==> src/core/cmsc_consts.vh <==
// constants for the core memory select control block
// assumes inclusion by bare name from the design files under core/
`ifndef CMSC_CONSTS_VH
`define CMSC_CONSTS_VH

// ****************************************
// widths
// ****************************************
`define CMSC_ADDR_W 15
`define CMSC_WORD_W 33
`define CMSC_LO_W 17
`define CMSC_HI_W 16
`define CMSC_INH_W 264

// ****************************************
// address field positions
// ****************************************
`define CMSC_YCS_LSB 2
`define CMSC_XCS_LSB 5
`define CMSC_YVS_LSB 8
`define CMSC_XVS_LSB 12
`define CMSC_HALF_BIT 16
`define CMSC_INH_B6 6
`define CMSC_SEN_B2 2
`define CMSC_SEN_B4 4

// ****************************************
// timing taps in ns at 100 ns per cycle
// ****************************************
`define CMSC_CLK_NS 100
`define CMSC_T_VS_NS 100
`define CMSC_T_YRD_NS 200
`define CMSC_T_XRD_NS 300
`define CMSC_T_STB_NS 500
`define CMSC_T_RDEND_NS 700
`define CMSC_T_INH_NS 100
`define CMSC_T_YWR_NS 200
`define CMSC_T_XWR_NS 300
`define CMSC_T_WREND_NS 600
`define CMSC_T_DONE_NS 800

// ****************************************
// reset values
// ****************************************
`define CMSC_ADDR_RST 15'h0000
`define CMSC_WORD_RST 33'h000000000

`endif

==> src/core/cmsc_onehot_dec.v <==
// one-hot decoder used for switch, winding and emitter selects
// assumes its index input is held stable by the caller
`timescale 1ns/1ns
`default_nettype none
module cmsc_onehot_dec #(
	parameter IW = 3,
	parameter OW = 8
) (
	// index and gate
	input wire [IW-1:0] idx_i,
	input wire en_i,
	// one-hot result
	output reg [OW-1:0] sel_o
);
	integer k;

	// one bit set for the index when enabled
	always @* begin
		for (k = 0; k < OW; k = k + 1) begin
			sel_o[k] = en_i && (idx_i == k[IW-1:0]);
		end
	end
endmodule // cmsc_onehot_dec
`default_nettype wire

==> src/core/cmsc_core.v <==
// memory bank select control: timing chain, address and word hold, selects
// assumes host commands are one-cycle pulses from logic on ref_clk_i and
// sense outputs arrive from pins, so they are synchronised here
`timescale 1ns/1ns
`default_nettype none
`include "cmsc_consts.vh"
module cmsc_core #(
	parameter FIRST_HALF_FIRST_BANK = 1'b1,
	parameter TW = 4
) (
	// clock and reset
	input wire ref_clk_i,
	input wire rst_n_i,
	// host commands
	input wire start_i,
	input wire restore_write_command_i,
	input wire global_clear_command_i,
	input wire load_word_i,
	// host address and data
	input wire [`CMSC_ADDR_W-1:0] addr_i,
	input wire [`CMSC_WORD_W-1:0] wdata_i,
	input wire extra_y_i,
	// sense amplifier outputs
	input wire [`CMSC_WORD_W-1:0] sense_i,
	// host status
	output reg [`CMSC_WORD_W-1:0] rdata_o,
	output reg busy_o,
	output reg locked_o,
	output reg done_o,
	// drive selects
	output reg [15:0] x_vs_o,
	output reg [16:0] y_vs_o,
	output reg [7:0] x_rd_cs_o,
	output reg [7:0] y_rd_cs_o,
	output reg [7:0] x_wr_cs_o,
	output reg [7:0] y_wr_cs_o,
	output reg [1:0] half_o,
	// inhibit and sense selects
	output reg [`CMSC_INH_W-1:0] inh_o,
	output reg [3:0] sense_pair_o,
	output reg sense_strobe_o
);
	// ****************************************
	// tap counts derived from ns figures
	// ****************************************
	// whole-cycle counts first, then cut to the counter width on purpose
	localparam integer N_VS = `CMSC_T_VS_NS / `CMSC_CLK_NS;
	localparam integer N_YRD = `CMSC_T_YRD_NS / `CMSC_CLK_NS;
	localparam integer N_XRD = `CMSC_T_XRD_NS / `CMSC_CLK_NS;
	localparam integer N_STB = `CMSC_T_STB_NS / `CMSC_CLK_NS;
	localparam integer N_RDEND = `CMSC_T_RDEND_NS / `CMSC_CLK_NS;
	localparam integer N_INH = `CMSC_T_INH_NS / `CMSC_CLK_NS;
	localparam integer N_YWR = `CMSC_T_YWR_NS / `CMSC_CLK_NS;
	localparam integer N_XWR = `CMSC_T_XWR_NS / `CMSC_CLK_NS;
	localparam integer N_WREND = `CMSC_T_WREND_NS / `CMSC_CLK_NS;
	localparam integer N_DONE = `CMSC_T_DONE_NS / `CMSC_CLK_NS;
	// TW must hold the largest tap, or the chain wraps early
	localparam [TW-1:0] T_VS = N_VS[TW-1:0];
	localparam [TW-1:0] T_YRD = N_YRD[TW-1:0];
	localparam [TW-1:0] T_XRD = N_XRD[TW-1:0];
	localparam [TW-1:0] T_STB = N_STB[TW-1:0];
	localparam [TW-1:0] T_RDEND = N_RDEND[TW-1:0];
	localparam [TW-1:0] T_INH = N_INH[TW-1:0];
	localparam [TW-1:0] T_YWR = N_YWR[TW-1:0];
	localparam [TW-1:0] T_XWR = N_XWR[TW-1:0];
	localparam [TW-1:0] T_WREND = N_WREND[TW-1:0];
	localparam [TW-1:0] T_DONE = N_DONE[TW-1:0];

	// ****************************************
	// states
	// ****************************************
	localparam [2:0] S_IDLE = 3'h0;
	localparam [2:0] S_READ = 3'h1;
	localparam [2:0] S_LOCK = 3'h2;
	localparam [2:0] S_WRITE = 3'h3;

	reg [2:0] state_r;
	reg [TW-1:0] cnt_r;
	reg [`CMSC_ADDR_W-1:0] address_hold_register_r;
	reg [`CMSC_WORD_W-1:0] word_hold_register_r;
	reg extra_y_r;
	reg rw_pending_r;
	reg [`CMSC_WORD_W-1:0] sns_a_r;
	reg [`CMSC_WORD_W-1:0] sns_b_r;
	reg [`CMSC_WORD_W-1:0] sns_c_r;
	wire [`CMSC_WORD_W-1:0] sns_hit;
	wire [7:0] ycs_dec;
	wire [7:0] xcs_dec;
	wire [15:0] yvs_dec;
	wire [15:0] xvs_dec;
	wire [7:0] emit_dec;
	wire [3:0] sen_dec;
	wire rd_phase;
	wire wr_phase;
	wire in_cycle;
	wire yrd_on;
	wire xrd_on;
	wire ywr_on;
	wire xwr_on;
	wire inh_lo_clk;
	wire inh_hi_clk;
	wire stb_on;
	integer b;
	integer e;

	// ****************************************
	// sense input synchroniser
	// ****************************************
	// three stages; a bit counts only where second and third agree
	always @(posedge ref_clk_i) begin
		if (!rst_n_i) begin
			sns_a_r <= `CMSC_WORD_RST;
			sns_b_r <= `CMSC_WORD_RST;
			sns_c_r <= `CMSC_WORD_RST;
		end else begin
			sns_a_r <= sense_i;
			sns_b_r <= sns_a_r;
			sns_c_r <= sns_b_r;
		end
	end
	assign sns_hit = sns_b_r & sns_c_r;

	// ****************************************
	// timing taps
	// ****************************************
	// each pulse is a window of the cycle counter
	assign rd_phase = (state_r == S_READ);
	assign wr_phase = (state_r == S_WRITE);
	assign in_cycle = rd_phase || wr_phase || (state_r == S_LOCK);
	assign yrd_on = rd_phase && cnt_r >= T_YRD && cnt_r < T_RDEND;
	assign xrd_on = rd_phase && cnt_r >= T_XRD && cnt_r < T_RDEND;
	assign stb_on = rd_phase && cnt_r == T_STB;
	assign inh_lo_clk = wr_phase && cnt_r >= T_INH && cnt_r < T_DONE;
	assign inh_hi_clk = wr_phase && cnt_r >= T_INH && cnt_r < T_DONE;
	assign ywr_on = wr_phase && cnt_r >= T_YWR && cnt_r < T_WREND;
	assign xwr_on = wr_phase && cnt_r >= T_XWR && cnt_r < T_WREND;

	// ****************************************
	// cycle control
	// ****************************************
	// clear wins over every command; lock ignores all but load-word and restore-write
	always @(posedge ref_clk_i) begin
		if (!rst_n_i || global_clear_command_i) begin
			state_r <= S_IDLE;
			cnt_r <= {TW{1'b0}};
			rw_pending_r <= 1'b0;
			address_hold_register_r <= `CMSC_ADDR_RST;
			word_hold_register_r <= `CMSC_WORD_RST;
			extra_y_r <= 1'b0;
		end else begin
			case (state_r)
			S_IDLE: begin
				if (start_i) begin
					state_r <= S_READ;
					cnt_r <= {TW{1'b0}};
					address_hold_register_r <= addr_i;
					extra_y_r <= extra_y_i & FIRST_HALF_FIRST_BANK;
					rw_pending_r <= restore_write_command_i;
					word_hold_register_r <= `CMSC_WORD_RST;
				end else if (load_word_i) begin
					word_hold_register_r <= wdata_i;
				end
			end
			S_READ: begin
				cnt_r <= cnt_r + 1'b1;
				if (restore_write_command_i)
					rw_pending_r <= 1'b1;
				if (stb_on)
					word_hold_register_r <= word_hold_register_r | sns_hit;
				if (cnt_r == T_RDEND) begin
					cnt_r <= {TW{1'b0}};
					state_r <= (rw_pending_r || restore_write_command_i) ?
						S_WRITE : S_LOCK;
				end
			end
			S_LOCK: begin
				// split cycle: host may replace data before restoring
				if (load_word_i)
					word_hold_register_r <= wdata_i;
				if (restore_write_command_i) begin
					state_r <= S_WRITE;
					cnt_r <= {TW{1'b0}};
				end
			end
			S_WRITE: begin
				// sense activity here never touches the word register
				cnt_r <= cnt_r + 1'b1;
				if (cnt_r == T_DONE) begin
					state_r <= S_IDLE;
					cnt_r <= {TW{1'b0}};
					rw_pending_r <= 1'b0;
				end
			end
			default: begin
				state_r <= S_IDLE;
				cnt_r <= {TW{1'b0}};
			end
			endcase
		end
	end

	// ****************************************
	// decoders from the one held address
	// ****************************************
	// one register pair serves both halves; no per-half copies
	cmsc_onehot_dec #(.IW(3), .OW(8)) u_ycs (
		.idx_i(address_hold_register_r[`CMSC_YCS_LSB+:3]),
		.en_i(1'b1),
		.sel_o(ycs_dec)
	);
	cmsc_onehot_dec #(.IW(3), .OW(8)) u_xcs (
		.idx_i(address_hold_register_r[`CMSC_XCS_LSB+:3]),
		.en_i(1'b1),
		.sel_o(xcs_dec)
	);
	cmsc_onehot_dec #(.IW(4), .OW(16)) u_yvs (
		.idx_i(address_hold_register_r[`CMSC_YVS_LSB+:4]),
		.en_i(!extra_y_r),
		.sel_o(yvs_dec)
	);
	cmsc_onehot_dec #(.IW(4), .OW(16)) u_xvs (
		.idx_i({1'b0, address_hold_register_r[`CMSC_XVS_LSB+:3]} |
			{address_hold_register_r[14], 3'h0}),
		.en_i(1'b1),
		.sel_o(xvs_dec)
	);
	// bits 14, 13 and 6 choose the inhibit emitter line
	cmsc_onehot_dec #(.IW(3), .OW(8)) u_emit (
		.idx_i({address_hold_register_r[14], address_hold_register_r[13],
			address_hold_register_r[`CMSC_INH_B6]}),
		.en_i(1'b1),
		.sel_o(emit_dec)
	);
	cmsc_onehot_dec #(.IW(2), .OW(4)) u_sen (
		.idx_i({address_hold_register_r[`CMSC_SEN_B4],
			address_hold_register_r[`CMSC_SEN_B2]}),
		.en_i(1'b1),
		.sel_o(sen_dec)
	);

	// ****************************************
	// registered select outputs
	// ****************************************
	// voltage selects from the first tap, current selects strictly later
	always @(posedge ref_clk_i) begin
		if (!rst_n_i || global_clear_command_i) begin
			x_vs_o <= 16'h0000;
			y_vs_o <= 17'h00000;
			x_rd_cs_o <= 8'h00;
			y_rd_cs_o <= 8'h00;
			x_wr_cs_o <= 8'h00;
			y_wr_cs_o <= 8'h00;
			half_o <= 2'h0;
			inh_o <= {`CMSC_INH_W{1'b0}};
			sense_pair_o <= 4'h0;
			sense_strobe_o <= 1'b0;
		end else begin
			if (in_cycle && (cnt_r >= T_VS || !rd_phase)) begin
				x_vs_o <= xvs_dec;
				// extra select forms the non-addressable region
				y_vs_o <= {extra_y_r, yvs_dec};
				half_o <= address_hold_register_r[`CMSC_ADDR_W-1] ?
					2'h2 : 2'h1;
				sense_pair_o <= sen_dec;
			end else begin
				x_vs_o <= 16'h0000;
				y_vs_o <= 17'h00000;
				half_o <= 2'h0;
				sense_pair_o <= 4'h0;
			end
			y_rd_cs_o <= yrd_on ? ycs_dec : 8'h00;
			x_rd_cs_o <= xrd_on ? xcs_dec : 8'h00;
			y_wr_cs_o <= ywr_on ? ycs_dec : 8'h00;
			x_wr_cs_o <= xwr_on ? xcs_dec : 8'h00;
			sense_strobe_o <= stb_on;
			// low half-word matrix then high half-word matrix
			for (b = 0; b < `CMSC_WORD_W; b = b + 1) begin
				for (e = 0; e < 8; e = e + 1) begin
					inh_o[b*8+e] <= !word_hold_register_r[b] &&
						emit_dec[e] &&
						((b < `CMSC_LO_W) ? inh_lo_clk : inh_hi_clk);
				end
			end
		end
	end

	// ****************************************
	// host status
	// ****************************************
	always @(posedge ref_clk_i) begin
		if (!rst_n_i || global_clear_command_i) begin
			rdata_o <= `CMSC_WORD_RST;
			busy_o <= 1'b0;
			locked_o <= 1'b0;
			done_o <= 1'b0;
		end else begin
			rdata_o <= word_hold_register_r;
			busy_o <= in_cycle;
			locked_o <= (state_r == S_LOCK);
			done_o <= wr_phase && (cnt_r == T_DONE);
		end
	end
endmodule // cmsc_core
`default_nettype wire

==> config.mk <==
export PLATFORM = sky130hd
export DESIGN_NAME = cmsc_core
export DESIGN_NICKNAME = d
export VERILOG_FILES = /design/src/core/cmsc_onehot_dec.v /design/src/core/cmsc_core.v
export VERILOG_INCLUDE_DIRS = /design/src /design/src/core
export SDC_FILE = /design/constraint.sdc
export NUM_CORES = 1
export LEC_CHECK = 0
export ABC_AREA = 0
export BUFFER_PORTS_ARGS = -buffer_cell sky130_fd_sc_hd__buf_2
export CORE_ASPECT_RATIO = 1.4
export CORE_MARGIN = 2
export CORE_UTILIZATION = 50
export DETAILED_ROUTE_END_ITERATION = 10
export GPL_TIMING_DRIVEN = 0
export PLACE_DENSITY = 0.83
export SLEW_MARGIN = 25
export SYNTH_ARGS = -nofsm -noshare
export SYNTH_HDL_FRONTEND = slang
export SYNTH_HIERARCHICAL = 1
export SYNTH_SLANG_ARGS = --single-unit
export TNS_END_PERCENT = 20
==> constraint.sdc <==
create_clock -name ref_clk_i -period 2.03 [get_ports ref_clk_i]
set_input_delay 0.203 -clock ref_clk_i [delete_from_list [all_inputs] [get_ports ref_clk_i]]
set_output_delay 0.203 -clock ref_clk_i [all_outputs]
set_load 0.02 [all_outputs]
# Yosys cells after proc, flatten, opt, wreduce, memory -nomap -nowiden

Index checks and enable logic that the tools add are counted.

Add/sub/neg operators: 1
Magnitude comparators: 6
Eq/ne operators: 66
Multiplexer cells: 20
Bitwise gates (word level): 8
Reduce and logical (&&, ||, !) cells: 617

Operators by type and width:

| kind               | count |
|---|---|
| $logic_and 1x1->1  | 557 |
| $mux 33            | 3 |
| $pmux 33 s3        | 1 |
| $eq 4x4->1 const B | 17 |
| $eq 4x3->1 const B | 10 |
| $eq 3x3->1 const B | 12 |
| $logic_not 1->1    | 36 |
| $and 33x33->33     | 1 |
| $or 33x33->33      | 1 |
| $eq 3x2->1 const B | 8 |
| $eq 4x2->1 const B | 4 |
| $mux 4             | 4 |
| $pmux 4 s4         | 1 |
| $eq 3x1->1 const B | 4 |
| $logic_not 3->1    | 4 |
| $mux 3             | 4 |
| $pmux 3 s4         | 1 |
| $reduce_or 2->1    | 5 |
| $eq 4x1->1 const B | 2 |
| $ge 4x2->1 const B | 2 |
| $logic_not 4->1    | 2 |
| $lt 4x3->1 const B | 2 |
| $reduce_and 4->1   | 2 |
| $ne 2x1->1 const B | 3 |
| other kinds (15)   | 32 |

Register bits after elaboration: 528
Input port bits: 88
Output and inout bits: 372

# Depth between registers and ports, before layout

Gate-level depths: netlist of run 1.

Depth after elaboration: 6
Mapped depth: 8
Depth with buffers taken out: 6

# Cells and area by module

Netlist of run 1, hierarchy kept.

By module, submodules not included:

| module                       | times used | cells an instance | area an instance (µm²) | seq. area each (µm²) |
|---|---|---|---|---|
| cmsc_core                    | 1          | 1479              | 15755.1                | 10510.1 |
| cmsc_onehot_dec (u_emit ...) | 3          | 8                 | 95.1                   | 0.0 |
| cmsc_onehot_dec (u_xvs ...)  | 2          | 23                | 117.6                  | 0.0 |
| cmsc_onehot_dec (u_sen)      | 1          | 4                 | 37.5                   | 0.0 |

# Worst setup path before layout of run 1

Ideal clock, no wire load.

Kind: register to register
Start point: reg state_r[1]
End point: reg cnt_r[3]
Arrival time: 1796 ps
Data required time: 1956 ps
Setup slack: 159 ps
Stages on the path, launching flop included: 8
Path buffers: 1
Period minus slack after synthesis: 1871 ps
Path through: dfxtp_1 > inv_1 > ha_1 > buf_2 > nor2_2 > or3_1 > or4_1 > a31oi_1

Word-level cells in the longest chain between the ends: 3
Elaborated cells on any way between the ends: 8
Those cells by class: eq/ne (5); mux (1); reduce/logical (2)

Ends and longest elaborated chain:

| item                                          | RTL line        | RTL |
|---|---|---|
| from (decl)                                   | cmsc_core.v:77  | `reg [2:0] state_r;` |
| from (signal assigned)                        | cmsc_core.v:172 | `state_r <= (rw_pending_r \|\| restore_write_command_i) ?` |
| $eq 3x2->1 or $logic_not 3->1 (tied branches) | cmsc_core.v:151 | `case (state_r)` |
| $ne 2x2->1 (no source line)                   | --              |  |
| $reduce_and 2->1 (no source line)             | --              |  |
| to (signal assigned)                          | cmsc_core.v:145 | `cnt_r <= {TW{1'b0}};` |
| to (signal assigned)                          | cmsc_core.v:155 | `cnt_r <= {TW{1'b0}};` |
| to (signal assigned)                          | cmsc_core.v:165 | `cnt_r <= cnt_r + 1'b1;` |
| to (decl)                                     | cmsc_core.v:78  | `reg [TW-1:0] cnt_r;` |

Parallel ways exist; a longest one is shown, timed or not.
A chain may end at the register's enable or synchronous reset.

# Final worst setup path of run 1

Ends and elaborated chain as after synthesis.

==> results of run 1 <==
## report_power, final
group	total [µW]	switching, µW	internal, µW
registers	10500	98.5	10400
clock network	8680	3710	4960
logic	950	562	388
total	20200	4370	15800
## cell type report
class / count / area (µm²) / area share, %
well taps: 440 / 550.5 / 2.550
multi-input cells: 928 / 5562 / 25.76
repair buffers: 506 / 2800 / 12.97
flip-flops and latches: 525 / 10520 / 48.70
inverters: 9 / 33.78 / 0.1565
plain buffers: 122 / 615.6 / 2.851
clock buffers: 63 / 1285 / 5.952
clock inverters: 18 / 229.0 / 1.061
## kinds of logic after synthesis
family                     Yosys count  synth area share [%]
and+or+nand+nor                    653                 20.91
adders and majority gates            9                0.6903
muxes                               33                 2.025
DFF                                525                 64.43
AOI/OAI and AO/OA                  201                 8.774
other                                1               0.02299
buffers and inverters              131                 3.152
## synthesized netlist by cell type, types with 7 or more instances
library cell	count	area share [%]
a21boi_0	33	1.5
a21oi_1	26	0.80
a32oi_1	33	1.8
and2_1	203	7.8
buf_1	35	0.81
buf_2	18	0.55
clkbuf_1	69	1.6
dfxtp_1	525	64
ha_1	9	0.69
inv_1	9	0.21
mux2i_1	33	2.0
nand2_1	45	1.0
nand2b_1	41	1.6
nand3_1	7	0.21
nand3b_1	7	0.32
nor2_1	292	6.7
nor3_1	9	0.28
o21ai_0	70	2.1
o221a_2	27	1.9
## layer usage
layer  up-vias  wire [µm]  share of wire (%)
met1      6213      18660                 38
met4         0       2917                6.0
li1       6212          -                  -
met5         -          0                  0
met2       651      24220                 50
met3       158       2808                5.8
## sequential cells by signal, summed over array words and instances (netlist names), 16 cells and up
name,count
inh_o,264
rdata_o,33
sns_a_r,33
sns_b_r,33
sns_c_r,33
word_hold_register_r,33
x_vs_o,16
y_vs_o,17
## worst max path at each step
stage / end / from
3_5_place_dp: inh_o[40] / state_r[1]
5_1_grt: cnt_r[3] / state_r[1]
2_1_floorplan: cnt_r[3] / state_r[1]
3_3_place_gp: x_vs_o[8] / state_r[1]
6_report: cnt_r[3] / state_r[1]
4_1_cts: inh_o[85] / cnt_r[1]
## metrics by stage
stage / setup WS, ns / cell area, µm² / TNS (ns) / hold slack (ns)
finish: 0.02228 / 21590 / 0 / 0.08652
global route: -0.02075 / 21590 / -0.02075 / 0.07455
detailed placement: -0.4899 / 19260 / -89.86 / 0.4128
CTS: -0.009608 / 21440 / -0.01238 / 0.04382
global placement: -0.4065 / 19260 / -67.90 / 0.4110
floorplan: 0.1595 / 16430 / 0 / 0.3303
## critical path, cell delays in order, from the launching register on
cell	delay, ns
dfxtp_2	0.35
inv_2	0.08
ha_2	0.21
buf_8	0.15
nor2_2	0.07
or3_4	0.40
or4_1	0.48
a31oi_1	0.18
## what timing repair did
item                       CTS  global route
setup endpoints to repair  347           319
hold endpoints to repair    47             0
setup buffers                3             0
pin swaps                    2             1
hold buffers                47             0
gates resized for setup     68            59
==> flow_metrics.env, run 1 <==
export IMPL_total_power_uw=20150
export IMPL_ys_flop_type="dfxtp_1"
export IMPL_critical_path_arrival_ns=2.47
export IMPL_synth_seq_cells=525
export IMPL_critPathMaxFanout=10
export IMPL_grt_pass1_vias=12864
export IMPL_slew_headroom_pct=54.89
export IMPL_post_drt_wl_per_cell_um=18.61
export IMPL_antennaDiodeCount=0
export IMPL_grt_overflow=0
export IMPL_cap_violations=0
export IMPL_drive_gt1_share_pct=31.18
export IMPL_synth_cell_type_count=44
export IMPL_grt_setup_unrepaired="true"
export IMPL_dr_pass1_iters=5
export IMPL_cp_start_kind="register"
export IMPL_setup_violations=0
export IMPL_cts_root_buf="clkbuf_16"
export IMPL_synth_edff_count=0
export IMPL_n_fill_cell=2313
export IMPL_clock_skew_ns=0.02424
export IMPL_fin_crit_ns=2.008
export IMPL_endpoint_kind="register"
export IMPL_core_area_mm2=0.03230
export IMPL_cp_data_required_time_ns=2.49
export IMPL_die_h_um=217.7
export IMPL_async_reset_ff_share_pct=0
export IMPL_synthCells=1553
export IMPL_tightest_slew_ns=0.6757
export IMPL_floorplan_io_pins=460
export IMPL_cts_made_buffers=44
export IMPL_hold_class="input pin to register"
export IMPL_min_delay_start="restore_write_command_i"
export IMPL_clk_path_buf_depth=3
export IMPL_grt_antenna_before_repair=0
export IMPL_drc=0
export IMPL_dieArea_mm2=0.03411
export IMPL_vias_per_cell=5.069
export IMPL_area_growth_syn_to_layout_pct=32.35
export IMPL_synth_area_per_cell_um2=10.50
export IMPL_met2_usage_pct=48.56
export IMPL_syn_cell_area_mm2=0.01631
export IMPL_whs_path_depth=3
export IMPL_cts_tree="done"
export IMPL_final_cell_mix="dfxtp_1, buf_2, nor2_1, and2_1, o21ai_0"
export IMPL_port_buffers=456
export IMPL_clk_pin_slew_ns=0.06
export IMPL_cellLeakagePower_uw=0.009849
export IMPL_yosys_warnings=6
export IMPL_dp_hpwl_um=34840
export IMPL_drt_iter0_drc=872
export IMPL_hold_end="rw_pending_r"
export IMPL_dp_cells=2480
export IMPL_cts_sink_count=525
export IMPL_start_util_pct=50.50
export IMPL_stdcell_count=2611
export IMPL_grt_usage_pct=27.26
export IMPL_period_share_pct=98.90
export IMPL_path_class="register to register"
export IMPL_place_gp_congestion=0.8864
export IMPL_htree_levels=2
export IMPL_grt_max_degree=20
export IMPL_reg2reg_slack_ns=0.02
export IMPL_status="finished clean"
export IMPL_clock_latency_ns=0.55
export IMPL_grt_pass1_wl_um=71610
export IMPL_dr_total_vias=13234
export IMPL_final_nets=2233
export IMPL_fmax_ghz=0.4981
export IMPL_wirelength_um=48600
export IMPL_use_met1_pct=31.17
export IMPL_globalRoute_busiestLayer="met2"
export IMPL_die_w_um=156.7
export IMPL_fin_util_pct=66.84
export IMPL_yosysSeqAreaShare_pct=64.43
export IMPL_finalHoldViolCount=0
export IMPL_num_rows=78
export IMPL_slew_violations=0
export IMPL_global_route_usage_met3_pct=4.054
export IMPL_ff2ff_path_depth=7
export IMPL_r2r_end="cnt_r[3]"
export IMPL_powerDensity_mw_per_mm2=933.4
export IMPL_peakVddDrop_v=0.0007062
export IMPL_final_antenna_net_count=0
export IMPL_r2r_start="state_r[1]"
export IMPL_final_common_cell="dfxtp_1"
Power figures use the tool's default switching activity.
==> inputs of run 2 (changes only) <==
CORE_ASPECT_RATIO = 0.6   (was 1.4)
HOLD_SLACK_MARGIN = 0.15   (was default)
clock period = 2.5 ns   (was 2.03 ns; I/O delays follow)
==> run 2 against run 1 <==
- count of clock-buffer cells in the layout fell by 1
- total power fell by 19%
- critical path depth did not move
- global-route usage rose by 0.59 points
- final cell count fell by 0.84%
- worst setup slack improved by 0.011 ns
- critical endpoint is now inh_o[105]
- largest cell class unchanged
==> flow_metrics.env, run 2 (synthesized netlist as in run 1, its figures left out) <==
export IMPL_status="finished clean"
export IMPL_powerDensity_mw_per_mm2=766.2
export IMPL_dieArea_mm2=0.03414
export IMPL_slew_violations=0
export IMPL_cts_tree="done"
export IMPL_slew_headroom_pct=50.90
export IMPL_path_class="register to register"
export IMPL_antennaDiodeCount=0
export IMPL_regMostFlops="inh_o"
export IMPL_clock_skew_ns=0.02302
export IMPL_floorplan_io_pins=460
export IMPL_cp_start_kind="register"
export IMPL_post_cts_buffers=0
export IMPL_critical_path_arrival_ns=2.87
export IMPL_num_rows=51
export IMPL_stdcell_count=2589
export IMPL_cp_data_required_time_ns=2.90
export IMPL_place_gp_congestion=0.9286
export IMPL_htree_levels=2
export IMPL_clk_path_buf_depth=3
export IMPL_grt_usage_pct=27.85
export IMPL_final_nets=2230
export IMPL_cts_sink_count=525
export IMPL_dr_pass1_iters=6
export IMPL_setup_violations=0
export IMPL_vias_per_cell=5.141
export IMPL_dr_total_vias=13309
export IMPL_die_h_um=143.9
export IMPL_dp_hpwl_um=36690
export IMPL_port_buffers=456
export IMPL_core_area_mm2=0.03229
export IMPL_hold_class="input pin to register"
export IMPL_drive_gt1_share_pct=27.85
export IMPL_drt_iter0_drc=1196
export IMPL_fin_crit_ns=2.466
export IMPL_die_w_um=237.2
export IMPL_cts_root_buf="clkbuf_16"
export IMPL_drc=0
export IMPL_grt_max_degree=20
export IMPL_clk_pin_slew_ns=0.07
export IMPL_clock_latency_ns=0.56
export IMPL_fmax_ghz=0.4055
export IMPL_cap_violations=0
export IMPL_grt_overflow=0
export IMPL_wirelength_um=50610
export IMPL_grt_pass1_wl_um=72380
export IMPL_fin_tns_setup_ns=0
export IMPL_grt_pass1_vias=12252
export IMPL_final_antenna_net_count=0
export IMPL_area_growth_syn_to_layout_pct=29.90
export IMPL_dp_cells=2464
export IMPL_endpoint_kind="register"
export IMPL_grt_setup_unrepaired="false"
export IMPL_start_util_pct=50.52
export IMPL_largest_reg_flops=264
export IMPL_final_cell_mix="dfxtp_1, buf_2, nor2_1, and2_1"
export IMPL_peakVddDrop_v=0.0004613
export IMPL_period_share_pct=98.65
export IMPL_cts_made_buffers=43
export IMPL_critPathMaxFanout=10
export IMPL_final_common_cell="dfxtp_1"
export IMPL_finalHoldViolCount=0
export IMPL_grt_antenna_before_repair=0
export IMPL_post_drt_wl_per_cell_um=19.55
export IMPL_tightest_slew_ns=0.7364
export IMPL_cellLeakagePower_uw=0.009617
==> run 2: area by class of cell <==
class / instances / area, µm²
inverter: 9 / 33.78
tap: 424 / 530.5
clock buffer: 62 / 1259
multi-input combinational: 928 / 5421
buffer: 122 / 489.2
fill: 2402 / 11100
timing repair buffer: 504 / 2763
clock inverter: 15 / 183.9
sequential: 525 / 10510
==> run 2: worst max-delay path, cell delays in order (launching register included) <==
cell,delay (ns)
dfxtp_1,0.41
inv_1,0.10
ha_1,0.21
nor3b_1,0.46
nor3_4,0.15
nand2_1,0.26
clkbuf_1,0.51
nor2_1,0.21
==> run 2: metrics by stage <==
stage | power (µW) | utilization (%) | area, µm² | setup slack, ns | hold slack [ns]
final | 16240 | 65.63 | 21190 | 0.03370 | 0.1970
after global routing | 16650 | 65.63 | 21190 | 0.01087 | 0.1971
after CTS | 16250 | 65.59 | 21180 | 0.02762 | 0.1615
after detailed placement | 9415 | 59.59 | 19240 | -0.1752 | 0.4195
after global placement | 9390 | 59.59 | 19240 | -0.06925 | 0.4171
after floorplan | 9120 | - | 16430 | 0.6295 | 0.3773
==> run 2: final timing paths <==
check,startpoint,endpoint,slack (ns),depth (start not counted)
worst max-delay path,cnt_r[1],inh_o[105],0.03,7
worst min register to register,sns_a_r[13],sns_b_r[13],0.43,1
worst min-delay path,wdata_i[17],word_hold_register_r[17],0.20,4
worst max register to register,cnt_r[1],inh_o[105],0.03,7
==> run 2: repair_timing <==
| action | in CTS | in global routing |
|---|---|---|
| endpoints found under the hold margin | 48 | 0 |
| resized for setup | 3 | 15 |
| setup endpoints to repair | 58 | 47 |
| pin swaps | 0 | 0 |
| hold buffers | 48 | 0 |
==> run 2: report_power, final <==
part / switching, µW / internal, µW / leakage, µW / total, µW
clock: 3080 / 3850 / 0.000706 / 6930
combinational: 465 / 300 / 0.00466 / 764
sequential: 81.4 / 8460 / 0.00425 / 8540
total: 3630 / 12600 / 0.00962 / 16200
==> run 2: per-layer routing <==
layer | share of wire [%] | GRT usage (%) | vias to the layer above
li1 | - | - | 6198
met1 | 44 | 37.92 | 6326
met2 | 45 | 44.27 | 667
met3 | 7.3 | 5.474 | 118
met4 | 3.6 | 10.46 | 0
met5 | 0 | 0 | -
==> inputs of run 3 (changes only) <==
MAX_ROUTING_LAYER = met4   (was default)
==> run 3 against run 2 <==
- clock skew down 0.0012 ns
- count of clock-buffer cells in the layout is 1 higher
- register-to-register slack better by 0.04 ns
- worst setup slack improved by 0.038 ns
- routed wire length shrank 0.22%
- combinational power up 1%
- via count up 1.2%
- sequential cell count stayed put
- maximum frequency is 1.6% higher
- total power is 2.1% higher
- sequential power barely moved
- non-clock buffer count rose by 4
==> flow_metrics.env, run 3 (synthesized netlist as in run 1, its figures left out) <==
export IMPL_grt_overflow=0
export IMPL_hold_end="word_hold_register_r[27]"
export IMPL_p_int_uw=12890
export IMPL_path_delay_family="simple AND/OR/NAND/NOR gates"
export IMPL_port_buffers=456
export IMPL_grt_usage_pct=28.91
export IMPL_finalHoldViolCount=0
export IMPL_period_share_pct=97.12
export IMPL_r2r_start="cnt_r[1]"
export IMPL_total_power_uw=16580
export IMPL_drc=0
export IMPL_post_drt_wl_per_cell_um=19.42
export IMPL_dieArea_mm2=0.03414
export IMPL_drt_iter0_drc=1119
export IMPL_setup_violations=0
export IMPL_pwr_share_seq_pct=51.6
export IMPL_dr_total_vias=13474
export IMPL_cp_data_required_time_ns=2.91
export IMPL_floorplan_io_pins=460
export IMPL_clk_path_buf_depth=3
export IMPL_path_class="register to register"
export IMPL_slew_violations=0
export IMPL_fin_util_pct=66.11
export IMPL_n_fill_cell=2390
export IMPL_path_buf_inv=2
export IMPL_dpl_worst_slack_ns=-0.1037
export IMPL_cts_root_buf="clkbuf_16"
export IMPL_whs_path_depth=4
export IMPL_cp_start_kind="register"
export IMPL_hold_class="input pin to register"
export IMPL_num_rows=51
export IMPL_clock_latency_ns=0.57
export IMPL_cellLeakagePower_uw=0.009696
export IMPL_final_nets=2236
export IMPL_ff2ff_path_depth=7
export IMPL_min_delay_start="wdata_i[27]"
export IMPL_die_h_um=143.9
export IMPL_status="finished clean"
export IMPL_endpoint_kind="register"
export IMPL_grt_pass1_vias=12553
export IMPL_area_growth_syn_to_layout_pct=30.85
export IMPL_die_w_um=237.2
export IMPL_final_antenna_net_count=0
export IMPL_regMostFlops="inh_o"
export IMPL_start_util_pct=50.52
export IMPL_htree_levels=2
export IMPL_fin_crit_ns=2.428
export IMPL_critical_path_arrival_ns=2.84
export IMPL_comb_power_share_pct=4.7
export IMPL_cts_sink_count=525
export IMPL_fmax_ghz=0.4119
export IMPL_r2r_end="inh_o[211]"
export IMPL_grt_antenna_before_repair=1
export IMPL_vias_per_cell=5.182
export IMPL_dr_pass1_iters=6
export IMPL_powerDensity_mw_per_mm2=776.6
export IMPL_peakVddDrop_v=0.0006207
export IMPL_clk_pin_slew_ns=0.07
export IMPL_p_clk_share_pct=43.8
export IMPL_sw_frac_of_total_pct=22.23
export IMPL_grt_max_degree=20
export IMPL_slew_headroom_pct=49.98
export IMPL_grt_setup_unrepaired="true"
export IMPL_grt_pass1_wl_um=73010
export IMPL_cts_made_buffers=45
export IMPL_crit_slowest_cell="nor3b_1"
export IMPL_max_stage_delay_ns=0.46
export IMPL_post_cts_buffers=0
export IMPL_core_area_mm2=0.03229
export IMPL_clock_skew_ns=0.02184
export IMPL_cap_violations=0
export IMPL_crit_chain="inv_1 > ha_1 > nor3b_1 > nor3_4 > nand2_1 > clkbuf_1 > nor2_1"
export IMPL_worst_slack_ns=0.07195
export IMPL_place_gp_congestion=0.9397
export IMPL_dp_hpwl_um=36790
export IMPL_drive_gt1_share_pct=28.18
export IMPL_final_cell_mix="dfxtp_1, buf_2, nor2_1, and2_1, o21ai_0"
export IMPL_switchingPower_uw=3685
export IMPL_largest_reg_flops=264
export IMPL_critPathMaxFanout=10
export IMPL_final_common_cell="dfxtp_1"
export IMPL_tightest_slew_ns=0.7503
export IMPL_wirelength_um=50500
export IMPL_reg2reg_slack_ns=0.07
export IMPL_cts_tree="done"
==> run 3: cell types whose count changed in the layout (fill, tap and decap cells not counted), sizes merged <==
cell         change
dlygate4sd3      +4
diode            +1
inv              -1
clkbuf           +1
bufinv           +2
clkinvlp         +3
clkinv           +1
==> run 3: how the worst max path moves through the flow <==
stage,from,end,slack [ns],cells after the start
2_1_floorplan,state_r[1],cnt_r[3],0.63,7
3_3_place_gp,state_r[1],inh_o[151],-0.08,6
3_5_place_dp,state_r[1],x_vs_o[12],-0.10,8
4_1_cts,cnt_r[1],inh_o[151],0.007,7
5_1_grt,cnt_r[1],inh_o[105],-0.08,7
6_report,cnt_r[1],inh_o[211],0.07,7
==> run 3: final cells by class <==
cell class / count / area [µm²] / area share, %
antenna: 1 / 2.502 / 0.01172
buffer: 122 / 498.0 / 2.333
clock buffer: 63 / 1274 / 5.967
clock inverter: 20 / 277.8 / 1.301
inverter: 9 / 33.78 / 0.1583
multi-input combinational: 928 / 5416 / 25.38
sequential: 525 / 10510 / 49.24
tap: 424 / 530.5 / 2.485
timing repair buffer: 508 / 2803 / 13.13
==> run 3: through the flow <==
step,cells,setup TNS [ns],hold WS [ns],instance area [µm²]
floorplan,1584,0,0.3773,16430
global placement,2464,-0.07727,0.4179,19240
detailed placement,2464,-0.9033,0.4191,19240
CTS,2599,0,0.1773,21330
global route,2600,-1.036,0.2071,21350
finish,2600,0,0.2031,21350
==> run 3: layer usage <==
metal  wire, µm  track usage, %
met1      22110           38.41
met2      22780           44.38
met3       3827           5.321
met4       1781           10.72
met5          0               -
==> run 3: what timing repair did <==
| item | CTS | global route |
|---|---|---|
| setup endpoints to repair | 15 | 143 |
| hold endpoints to repair | 48 | 0 |
| gates cloned | 0 | 0 |
| hold buffers | 52 | 0 |
| resized for setup | 3 | 27 |
==> run 3: power groups by stage <==
stage	clock network [µW]	registers [µW]	logic (µW)
6_report	7250	8550	774
5_1_grt	7650	8550	832
4_1_cts	7310	8540	752
3_5_place_dp	0	8730	685
3_3_place_gp	0	8730	667
2_1_floorplan	0	8710	408
==> run 3: tightest hold or removal path, delay by kind of cell <==
| kind | cells | cell delay [ns] |
|---|---|---|
| multiplexers | 1 | 0.06 |
| buffers and inverters | 1 | 0.09 |
| AO/OA/AOI/OAI | 2 | 0.32 |
